===== src/pkg/cvj_pkg.sv =====
/*
 * Constants shared by the codec volume, jack and ADC control register bank.
 * Assumes a 32-bit AHB-Lite bus where each register takes one word at four times its index.
 */
package cvj_pkg;
   // Register indices; the byte address is four times the index.
   localparam logic [5:0] IDX_JACK_SEL = 6'h09;
   localparam logic [5:0] IDX_LDAC_VOL = 6'h0b;
   localparam logic [5:0] IDX_RDAC_VOL = 6'h0c;
   localparam logic [5:0] IDX_JACK_OEN = 6'h0d;
   localparam logic [5:0] IDX_ADC_CTRL = 6'h0e;
   localparam logic [5:0] IDX_LADC_VOL = 6'h0f;
   localparam logic [5:0] IDX_RADC_VOL = 6'h10;

   // Register width and volume word layout.
   localparam int REG_W = 9;
   localparam int GAIN_W = 8;
   localparam int VU_BIT = 8;
   localparam logic [7:0] GAIN_RST = 8'hff;
   localparam logic [7:0] GAIN_MUTE = 8'h00;

   // Jack output enable word: high-level group and low-level group.
   localparam int JCK_HI_LSB = 4;
   localparam int JCK_LO_LSB = 0;
   localparam int JCK_GRP_W = 4;
   localparam logic [7:0] JCK_OEN_RST = 8'h00;

   // Jack select word.
   localparam int JSEL_ON_BIT = 6;
   localparam int JSEL_LSB = 4;
   localparam int JSEL_W = 2;
   localparam logic [1:0] JSEL_RSVD = 2'b11;
   localparam int NUM_DET_PINS = 3;

   // ADC control word.
   localparam int ADC_HPF_ON_BIT = 8;
   localparam int ADC_HPF_MODE_BIT = 7;
   localparam int ADC_CUT_LSB = 4;
   localparam int ADC_CUT_W = 3;
   localparam int ADC_OS_BIT = 3;
   localparam int ADC_RINV_BIT = 1;
   localparam int ADC_LINV_BIT = 0;
   localparam logic [8:0] ADC_CTRL_RST = 9'h100;

   // AHB-Lite encodings.
   localparam logic [1:0] HTRANS_NONSEQ = 2'b10;
   localparam logic [2:0] HSIZE_WORD = 3'b010;
   localparam logic HRESP_OKAY = 1'b0;
endpackage : cvj_pkg


===== src/cvj_regs.sv =====
/*
 * Volume, jack output enable and ADC control registers behind an AHB-Lite slave,
 * with the ADC sample polarity stage.
 * Assumes one clock, inputs synchronous to it, and ADC samples arriving with a valid strobe.
 */
// The AHB-Lite slave port was chosen for this implementation.
module cvj_regs #(
   parameter int SAMPLE_W = 24
) (
   // Clock and reset.
   input wire logic i_ref_clk,
   input wire logic i_rst,
   // AHB-Lite slave.
   input wire logic i_hsel,
   input wire logic [31:0] i_haddr,
   input wire logic [1:0] i_htrans,
   input wire logic i_hwrite,
   input wire logic [2:0] i_hsize,
   input wire logic [31:0] i_hwdata,
   input wire logic i_hready,
   output logic o_hreadyout,
   output logic o_hresp,
   output logic [31:0] o_hrdata,
   // Jack detect pins.
   input wire logic i_general_pin_one,
   input wire logic i_general_pin_two,
   input wire logic i_general_pin_three,
   // Output driver enables.
   output logic o_headphone_en,
   output logic o_speaker_en,
   output logic o_aux_line_out_two_en,
   output logic o_aux_line_out_one_en,
   // Active gains and mutes.
   output logic [7:0] o_right_dac_attenuation,
   output logic [7:0] o_left_dac_attenuation,
   output logic [7:0] o_left_adc_attenuation,
   output logic [7:0] o_right_adc_attenuation,
   output logic o_right_dac_mute,
   output logic o_left_dac_mute,
   output logic o_left_adc_mute,
   output logic o_right_adc_mute,
   // ADC filter and rate controls.
   output logic o_adc_highpass_on,
   output logic o_adc_highpass_mode,
   output logic [2:0] o_adc_highpass_cutoff,
   output logic o_adc_oversample_select,
   // ADC sample path.
   input wire logic i_adc_valid,
   input wire logic [SAMPLE_W-1:0] i_left_adc_sample,
   input wire logic [SAMPLE_W-1:0] i_right_adc_sample,
   output logic o_adc_valid,
   output logic [SAMPLE_W-1:0] o_left_adc_sample,
   output logic [SAMPLE_W-1:0] o_right_adc_sample
);

   if (SAMPLE_W < 2) begin : g_bad_width
      $error("SAMPLE_W must be at least 2.");
   end

   // Field layout checks against the package.
   if (cvj_pkg::VU_BIT != cvj_pkg::GAIN_W) begin : g_bad_vu
      $error("Commit bit must sit just above the gain field.");
   end
   if (cvj_pkg::REG_W != cvj_pkg::VU_BIT + 1) begin : g_bad_reg
      $error("Register width must end at the commit bit.");
   end
   if (2 * cvj_pkg::JCK_GRP_W != cvj_pkg::GAIN_W) begin : g_bad_jack
      $error("Jack enable groups must fill one byte.");
   end
   if (cvj_pkg::NUM_DET_PINS != 3) begin : g_bad_pins
      $error("Three detect pins are wired.");
   end

   localparam logic [SAMPLE_W-1:0] SMP_MIN = {1'b1, {(SAMPLE_W-1){1'b0}}};
   localparam logic [SAMPLE_W-1:0] SMP_MAX = {1'b0, {(SAMPLE_W-1){1'b1}}};

   // Bus pipeline state.
   logic wr_pend_q;
   logic rd_pend_q;
   logic [5:0] idx_q;
   logic addr_ok_q;

   // Stored and active gains.
   logic [7:0] rdac_buf_q;
   logic [7:0] ldac_buf_q;
   logic [7:0] ladc_buf_q;
   logic [7:0] radc_buf_q;
   logic [7:0] rdac_act_q;
   logic [7:0] ldac_act_q;
   logic [7:0] ladc_act_q;
   logic [7:0] radc_act_q;

   // Control words.
   logic [7:0] jack_oen_q;
   logic jack_on_q;
   logic [1:0] jack_sel_q;
   logic [8:0] adc_ctrl_q;

   // Drive enable state seen by software.
   logic [3:0] drive_q;

   // Address phase and write strobe decode.
   logic take;
   logic [5:0] a_idx;
   logic a_ok;
   logic a_high_zero;
   logic a_aligned;
   logic a_word;
   logic wr_now;
   logic [8:0] wd;
   logic commit;

   assign take = i_hsel && (i_htrans == cvj_pkg::HTRANS_NONSEQ) && i_hready;
   assign a_idx = i_haddr[7:2];
   assign a_high_zero = (i_haddr[31:8] == 24'h00_0000);
   assign a_aligned = (i_haddr[1:0] == 2'b00);
   assign a_word = (i_hsize == cvj_pkg::HSIZE_WORD);
   assign a_ok = a_high_zero && a_aligned && a_word;
   assign wr_now = wr_pend_q && addr_ok_q;
   assign wd = i_hwdata[cvj_pkg::REG_W-1:0];
   assign commit = wd[cvj_pkg::VU_BIT];

   // Bus handshake: writes finish with no wait state, reads take one.
   always_ff @(posedge i_ref_clk or posedge i_rst) begin
      if (i_rst) begin
         wr_pend_q <= 1'b0;
         rd_pend_q <= 1'b0;
         idx_q <= 6'h00;
         addr_ok_q <= 1'b0;
         o_hreadyout <= 1'b1;
         o_hresp <= cvj_pkg::HRESP_OKAY;
      end else begin
         o_hresp <= cvj_pkg::HRESP_OKAY;
         if (rd_pend_q) begin
            rd_pend_q <= 1'b0;
            o_hreadyout <= 1'b1;
         end else begin
            wr_pend_q <= take && i_hwrite;
            rd_pend_q <= take && !i_hwrite;
            o_hreadyout <= !(take && !i_hwrite);
            if (take) begin
               idx_q <= a_idx;
               addr_ok_q <= a_ok;
            end
         end
      end
   end

   // Read data, taken after any preceding write has landed.
   always_ff @(posedge i_ref_clk or posedge i_rst) begin
      if (i_rst) begin
         o_hrdata <= 32'h0000_0000;
      end else if (rd_pend_q) begin
         o_hrdata <= 32'h0000_0000;
         if (addr_ok_q) begin
            case (idx_q)
               cvj_pkg::IDX_JACK_SEL: o_hrdata[7:0] <= {1'b0, jack_on_q, jack_sel_q, drive_q};
               cvj_pkg::IDX_LDAC_VOL: o_hrdata[7:0] <= ldac_buf_q;
               cvj_pkg::IDX_RDAC_VOL: o_hrdata[7:0] <= rdac_buf_q;
               cvj_pkg::IDX_JACK_OEN: o_hrdata[7:0] <= jack_oen_q;
               cvj_pkg::IDX_ADC_CTRL: o_hrdata[8:0] <= adc_ctrl_q;
               cvj_pkg::IDX_LADC_VOL: o_hrdata[7:0] <= ladc_buf_q;
               cvj_pkg::IDX_RADC_VOL: o_hrdata[7:0] <= radc_buf_q;
               default: o_hrdata <= 32'h0000_0000;
            endcase
         end
      end
   end

   // DAC volume pair: writes buffer, a commit bit moves both to the active path.
   always_ff @(posedge i_ref_clk or posedge i_rst) begin
      if (i_rst) begin
         rdac_buf_q <= cvj_pkg::GAIN_RST;
         ldac_buf_q <= cvj_pkg::GAIN_RST;
         rdac_act_q <= cvj_pkg::GAIN_RST;
         ldac_act_q <= cvj_pkg::GAIN_RST;
      end else if (wr_now && (idx_q == cvj_pkg::IDX_RDAC_VOL)) begin
         rdac_buf_q <= wd[cvj_pkg::GAIN_W-1:0];
         if (commit) begin
            rdac_act_q <= wd[cvj_pkg::GAIN_W-1:0];
            ldac_act_q <= ldac_buf_q;
         end
      end else if (wr_now && (idx_q == cvj_pkg::IDX_LDAC_VOL)) begin
         ldac_buf_q <= wd[cvj_pkg::GAIN_W-1:0];
         if (commit) begin
            ldac_act_q <= wd[cvj_pkg::GAIN_W-1:0];
            rdac_act_q <= rdac_buf_q;
         end
      end
   end

   // ADC volume pair: same buffering and commit scheme.
   always_ff @(posedge i_ref_clk or posedge i_rst) begin
      if (i_rst) begin
         ladc_buf_q <= cvj_pkg::GAIN_RST;
         radc_buf_q <= cvj_pkg::GAIN_RST;
         ladc_act_q <= cvj_pkg::GAIN_RST;
         radc_act_q <= cvj_pkg::GAIN_RST;
      end else if (wr_now && (idx_q == cvj_pkg::IDX_LADC_VOL)) begin
         ladc_buf_q <= wd[cvj_pkg::GAIN_W-1:0];
         if (commit) begin
            ladc_act_q <= wd[cvj_pkg::GAIN_W-1:0];
            radc_act_q <= radc_buf_q;
         end
      end else if (wr_now && (idx_q == cvj_pkg::IDX_RADC_VOL)) begin
         radc_buf_q <= wd[cvj_pkg::GAIN_W-1:0];
         if (commit) begin
            radc_act_q <= wd[cvj_pkg::GAIN_W-1:0];
            ladc_act_q <= ladc_buf_q;
         end
      end
   end

   // Jack and ADC control words.
   always_ff @(posedge i_ref_clk or posedge i_rst) begin
      if (i_rst) begin
         jack_oen_q <= cvj_pkg::JCK_OEN_RST;
         jack_on_q <= 1'b0;
         jack_sel_q <= 2'b00;
         adc_ctrl_q <= cvj_pkg::ADC_CTRL_RST;
      end else if (wr_now) begin
         case (idx_q)
            cvj_pkg::IDX_JACK_OEN: jack_oen_q <= wd[7:0];
            cvj_pkg::IDX_JACK_SEL: begin
               jack_on_q <= wd[cvj_pkg::JSEL_ON_BIT];
               jack_sel_q <= wd[cvj_pkg::JSEL_LSB +: cvj_pkg::JSEL_W];
            end
            cvj_pkg::IDX_ADC_CTRL: adc_ctrl_q <= wd;
            default: jack_on_q <= jack_on_q;
         endcase
      end
   end

   // Jack detect pin selection and driver enables.
   logic [cvj_pkg::NUM_DET_PINS-1:0] det_pins;
   logic det_level;
   logic sel_valid;
   assign det_pins = {i_general_pin_three, i_general_pin_two, i_general_pin_one};
   assign sel_valid = (jack_sel_q != cvj_pkg::JSEL_RSVD);
   assign det_level = sel_valid ? det_pins[jack_sel_q] : 1'b0;

   always_ff @(posedge i_ref_clk or posedge i_rst) begin
      if (i_rst) begin
         drive_q <= 4'h0;
      end else if (!jack_on_q || !sel_valid) begin
         drive_q <= 4'h0;
      end else if (det_level) begin
         drive_q <= jack_oen_q[cvj_pkg::JCK_HI_LSB +: cvj_pkg::JCK_GRP_W];
      end else begin
         drive_q <= jack_oen_q[cvj_pkg::JCK_LO_LSB +: cvj_pkg::JCK_GRP_W];
      end
   end

   assign o_headphone_en = drive_q[0];
   assign o_speaker_en = drive_q[1];
   assign o_aux_line_out_two_en = drive_q[2];
   assign o_aux_line_out_one_en = drive_q[3];

   // Gain and mute outputs follow the active gains one cycle later.
   always_ff @(posedge i_ref_clk or posedge i_rst) begin
      if (i_rst) begin
         o_right_dac_attenuation <= cvj_pkg::GAIN_RST;
         o_left_dac_attenuation <= cvj_pkg::GAIN_RST;
         o_left_adc_attenuation <= cvj_pkg::GAIN_RST;
         o_right_adc_attenuation <= cvj_pkg::GAIN_RST;
         o_right_dac_mute <= 1'b0;
         o_left_dac_mute <= 1'b0;
         o_left_adc_mute <= 1'b0;
         o_right_adc_mute <= 1'b0;
      end else begin
         o_right_dac_attenuation <= rdac_act_q;
         o_left_dac_attenuation <= ldac_act_q;
         o_left_adc_attenuation <= ladc_act_q;
         o_right_adc_attenuation <= radc_act_q;
         o_right_dac_mute <= (rdac_act_q == cvj_pkg::GAIN_MUTE);
         o_left_dac_mute <= (ldac_act_q == cvj_pkg::GAIN_MUTE);
         o_left_adc_mute <= (ladc_act_q == cvj_pkg::GAIN_MUTE);
         o_right_adc_mute <= (radc_act_q == cvj_pkg::GAIN_MUTE);
      end
   end

   // Filter and rate controls.
   logic hpf_on;
   logic hpf_mode;
   assign hpf_on = adc_ctrl_q[cvj_pkg::ADC_HPF_ON_BIT];
   assign hpf_mode = adc_ctrl_q[cvj_pkg::ADC_HPF_MODE_BIT];

   always_ff @(posedge i_ref_clk or posedge i_rst) begin
      if (i_rst) begin
         o_adc_highpass_on <= cvj_pkg::ADC_CTRL_RST[cvj_pkg::ADC_HPF_ON_BIT];
         o_adc_highpass_mode <= 1'b0;
         o_adc_highpass_cutoff <= 3'b000;
         o_adc_oversample_select <= 1'b0;
      end else begin
         o_adc_highpass_on <= hpf_on;
         o_adc_highpass_mode <= hpf_mode;
         o_adc_highpass_cutoff <= (hpf_on && hpf_mode) ?
            adc_ctrl_q[cvj_pkg::ADC_CUT_LSB +: cvj_pkg::ADC_CUT_W] : 3'b000;
         o_adc_oversample_select <= adc_ctrl_q[cvj_pkg::ADC_OS_BIT];
      end
   end

   // Polarity stage; the most negative code saturates to the most positive.
   function automatic logic [SAMPLE_W-1:0] negate(input logic [SAMPLE_W-1:0] s);
      logic [SAMPLE_W-1:0] r;
      r = (s == SMP_MIN) ? SMP_MAX : (~s + {{(SAMPLE_W-1){1'b0}}, 1'b1});
      return r;
   endfunction : negate

   always_ff @(posedge i_ref_clk or posedge i_rst) begin
      if (i_rst) begin
         o_adc_valid <= 1'b0;
         o_left_adc_sample <= '0;
         o_right_adc_sample <= '0;
      end else begin
         o_adc_valid <= i_adc_valid;
         if (i_adc_valid) begin
            o_left_adc_sample <= adc_ctrl_q[cvj_pkg::ADC_LINV_BIT] ?
               negate(i_left_adc_sample) : i_left_adc_sample;
            o_right_adc_sample <= adc_ctrl_q[cvj_pkg::ADC_RINV_BIT] ?
               negate(i_right_adc_sample) : i_right_adc_sample;
         end
      end
   end

endmodule : cvj_regs


===== config.mk =====
export PLATFORM = sky130hd
export DESIGN_NAME = cvj_regs
export DESIGN_NICKNAME = d
export VERILOG_FILES = /design/src/pkg/cvj_pkg.sv /design/src/cvj_regs.sv
export SDC_FILE = /design/constraint.sdc
export NUM_CORES = 1
export LEC_CHECK = 0
export ABC_CLOCK_PERIOD_IN_PS = 9600
export BUFFER_PORTS_ARGS = -buffer_cell sky130_fd_sc_hd__clkbuf_2
export CAP_MARGIN = 10
export CELL_PAD_IN_SITES_DETAIL_PLACEMENT = 1
export CELL_PAD_IN_SITES_GLOBAL_PLACEMENT = 1
export CORE_MARGIN = 8
export CORE_UTILIZATION = 44
export DETAILED_ROUTE_END_ITERATION = 7
export GPL_TIMING_DRIVEN = 0
export PLACE_DENSITY = 0.83
export SYNTH_ARGS = -nofsm -noshare
export SYNTH_HDL_FRONTEND = slang
export SYNTH_SLANG_ARGS = --single-unit

===== constraint.sdc =====
create_clock -name i_ref_clk -period 9.6 [get_ports i_ref_clk]
set_input_delay 0.96 -clock i_ref_clk [delete_from_list [all_inputs] [get_ports i_ref_clk]]
set_output_delay 0.96 -clock i_ref_clk [all_outputs]
set_load 0.1 [all_outputs]

==> out/qor.csv <==
metric,value,unit
grt_max_degree,136,
antenna-diode-count,0,
grt_pass1_wl,42.95,mm
track_usage,20.94,%
netlist_area,9070,um^2
avgSynthCellArea,12.16,um^2
crit_buf_inv,2,
final_net_count,1124,
synth_common_cells,"dfrtp_1, dfstp_2, mux2_2, nor2_1, mux2i_1",
clock_skew,0.01241,ns
wl_per_cell,20.59,um
relSlewSlack,25.38,%
dr.first_iter.drc_count,301,
pin_count,255,
rows,52,
r2r_start,idx_q[5],
seq_area,5079,um^2
worstPathMaxFanout,10,
antenna_found_initial,0,
synth_cell_type_count,66,
cts_inserted_buffers,17,
finalCriticalPeriod,2.865,ns
synth_top_area_share,28.68,%
fin_util,55.02,%
p_leak,4.978,nW
hold_viol,0,
synthCells,746,
ir_drop,0.0001151,V
synth_area_leader_cell,dfstp_2,
critPathTopFamily,simple AND/OR/NAND/NOR gates,
worstSetupEndpointType,flop,
maxCapViolCount,0,
clkTransAtPathRegs,0.07,ns
die_h,159.6,um
clockBufferDepth,2,
dp_hpwl,19.69,mm
cp_cell_sequence,"clkbuf_2, nor4_1, nand2_1, nor3_2, nand2b_1, buf_4, o22a_1",
synthTopCellsByArea,"dfstp_2, dfrtp_1, mux2_2",
first_pass_iters,5,
ys_async_sr_fraction,100.0,%
worst_hold_path_type,reg -> reg,
cts_tree,built,
area_growth,22.75,%
core,20230,um^2
ys_seq_area_share,55.99,%
multiInputGateArea,3666,um^2
synth_seq_cells,198,
power_density,176.0,nW/um^2
numPortBuffers,207,
post_cts_resized,0,
die_w,159.6,um
clock-sinks,198,
initial_core_util,44.82,%
post-cts-setup-buffers,0,
tightest_slew,1.115,ns
routed_wl,26.33,mm
drive_above_1_share,46.28,%
grt_pass1_vias,7725,
cp.arrival,3.23,ns
crit_required,9.96,ns
drcViolationCount,0,
synthFlopType,dfstp_2,
critPathSlowestCell,nor4_1,
rsz0062_at_grt,no,
fmax,349.0,MHz
grt_overflow,0,
cp-startpoint,i_right_adc_sample[14],
dieArea,25460,um^2
maxSlewViolCount,0,
max_stage_delay,0.77,ns
outcome,"complete, no violations",
htreeDepth,4,
synth_edf_count,0,
drtAntennaViolNets,0,
yosysWarnings,0,
crit_type,in -> reg,
cp-start-kind,input pin,
clk_latency,0.44,ns
vias,6992,
period_share,29.84,%
nFillCells,2222,
gp_congestion,0.8396,
cts_hold_buf,0,
setup_violations,0,
ctsRootBufferMaster,clkbuf_16,
tns,0,ns
post_drt_via_cell_ratio,5.467,
hold_start,rdac_act_q[7],
[logic make-up after synthesis]
family,count (synthesis),synth area share (%)
adders and majority gates,2,0.2759
DFF,198,55.99
muxes,114,14.15
xor gates and xnor gates,36,3.476
other,1,0.04135
and+or+nand+nor,179,11.17
buffers and inverters,77,4.539
AOI/OAI and AO/OA,139,10.35
[path summary, 6_finish.rpt]
path | cells after the start | slack [ns] | end
setup / recovery | 7 | 6.73 | o_right_adc_sample[6]
hold / removal | 0 | 0.37 | o_right_dac_attenuation[7]
setup reg to reg | 5 | 7.03 | adc_ctrl_q[3]
hold reg to reg | 0 | 0.37 | o_right_dac_attenuation[7]
max in group asynchronous | 3 | 8.04 | o_adc_oversample_select
min in group asynchronous | 2 | 0.55 | o_right_adc_sample[8]
[through the flow]
step | power, mW | hold slack (ns) | std cells | cell area, um^2 | setup slack [ns]
6_report | 1.959 | 0.3681 | 1279 | 11130 | 6.735
5_1_grt | 2.033 | 0.3724 | 1279 | 11130 | 6.570
4_1_cts | 1.977 | 0.3680 | 1279 | 11130 | 6.826
3_5_place_dp | 1.279 | 0.3621 | 1247 | 10570 | 6.423
3_3_place_gp | 1.268 | 0.3605 | 1246 | 10530 | 1.190
2_1_floorplan | 1.182 | 0.3560 | 769 | 9156 | 3.407
[placed cells by master (no fill, tap or decap), types with 5 or more instances in the layout]
cell       instances
a211oi_1           5
a21oi_1           33
buf_2              5
buf_4             27
clkbuf_1          23
clkbuf_16         17
clkbuf_2         207
conb_1            24
dfrtp_1           99
dfstp_2           99
inv_1             18
inv_6              5
mux2_2            74
mux2i_1           36
nand2_1           29
nand2b_1           5
nor2_1            65
nor4_1            12
o21ai_0           22
o22a_1            18
o22ai_1           14
o31ai_1           13
o41ai_1            8
or3_1              7
or4_1             15
xnor2_1           19
xor2_1            17
[cell type report]
cell class	instances	area share, %
repair buffers	208	9.553
clock buffers	18	3.855
multi-input cells	494	32.93
clock inverters	14	1.247
plain buffers	58	3.057
well taps	270	3.034
flip-flops and latches	198	45.62
inverters	19	0.7080
[power by group]
part           leakage [nW]  internal (mW)  switching, mW
clock                 0.278          0.347          0.348
sequential             2.22          0.868         0.0238
combinational          2.48         0.0868          0.286
total                  4.98           1.30          0.658
[layer usage]
layer | global-route usage (%) | wire (um) | vias up
met4 | 7.161 | 555 | 0
met5 | 0 | 0 | -
met3 | 5.093 | 1648 | 42
met2 | 36.19 | 13270 | 255
met1 | 25.05 | 10860 | 3536
li1 | - | - | 3159
[flip-flops by register name, indices dropped and copies added, names as in the netlist, 9 cells and up]
| register | cells |
|---|---|
| adc_ctrl_q | 9 |
| o_hrdata | 9 |
| o_left_adc_sample | 24 |
| o_right_adc_sample | 24 |
[worst reg2reg max path: stages, from the launching register on]
cell      delay [ns]
dfrtp_1         0.45
and4bb_4        0.43
nand2b_1        0.08
buf_2           0.19
nor2_1          0.87
mux2_2          0.44
(Power assumes the default switching activity.)
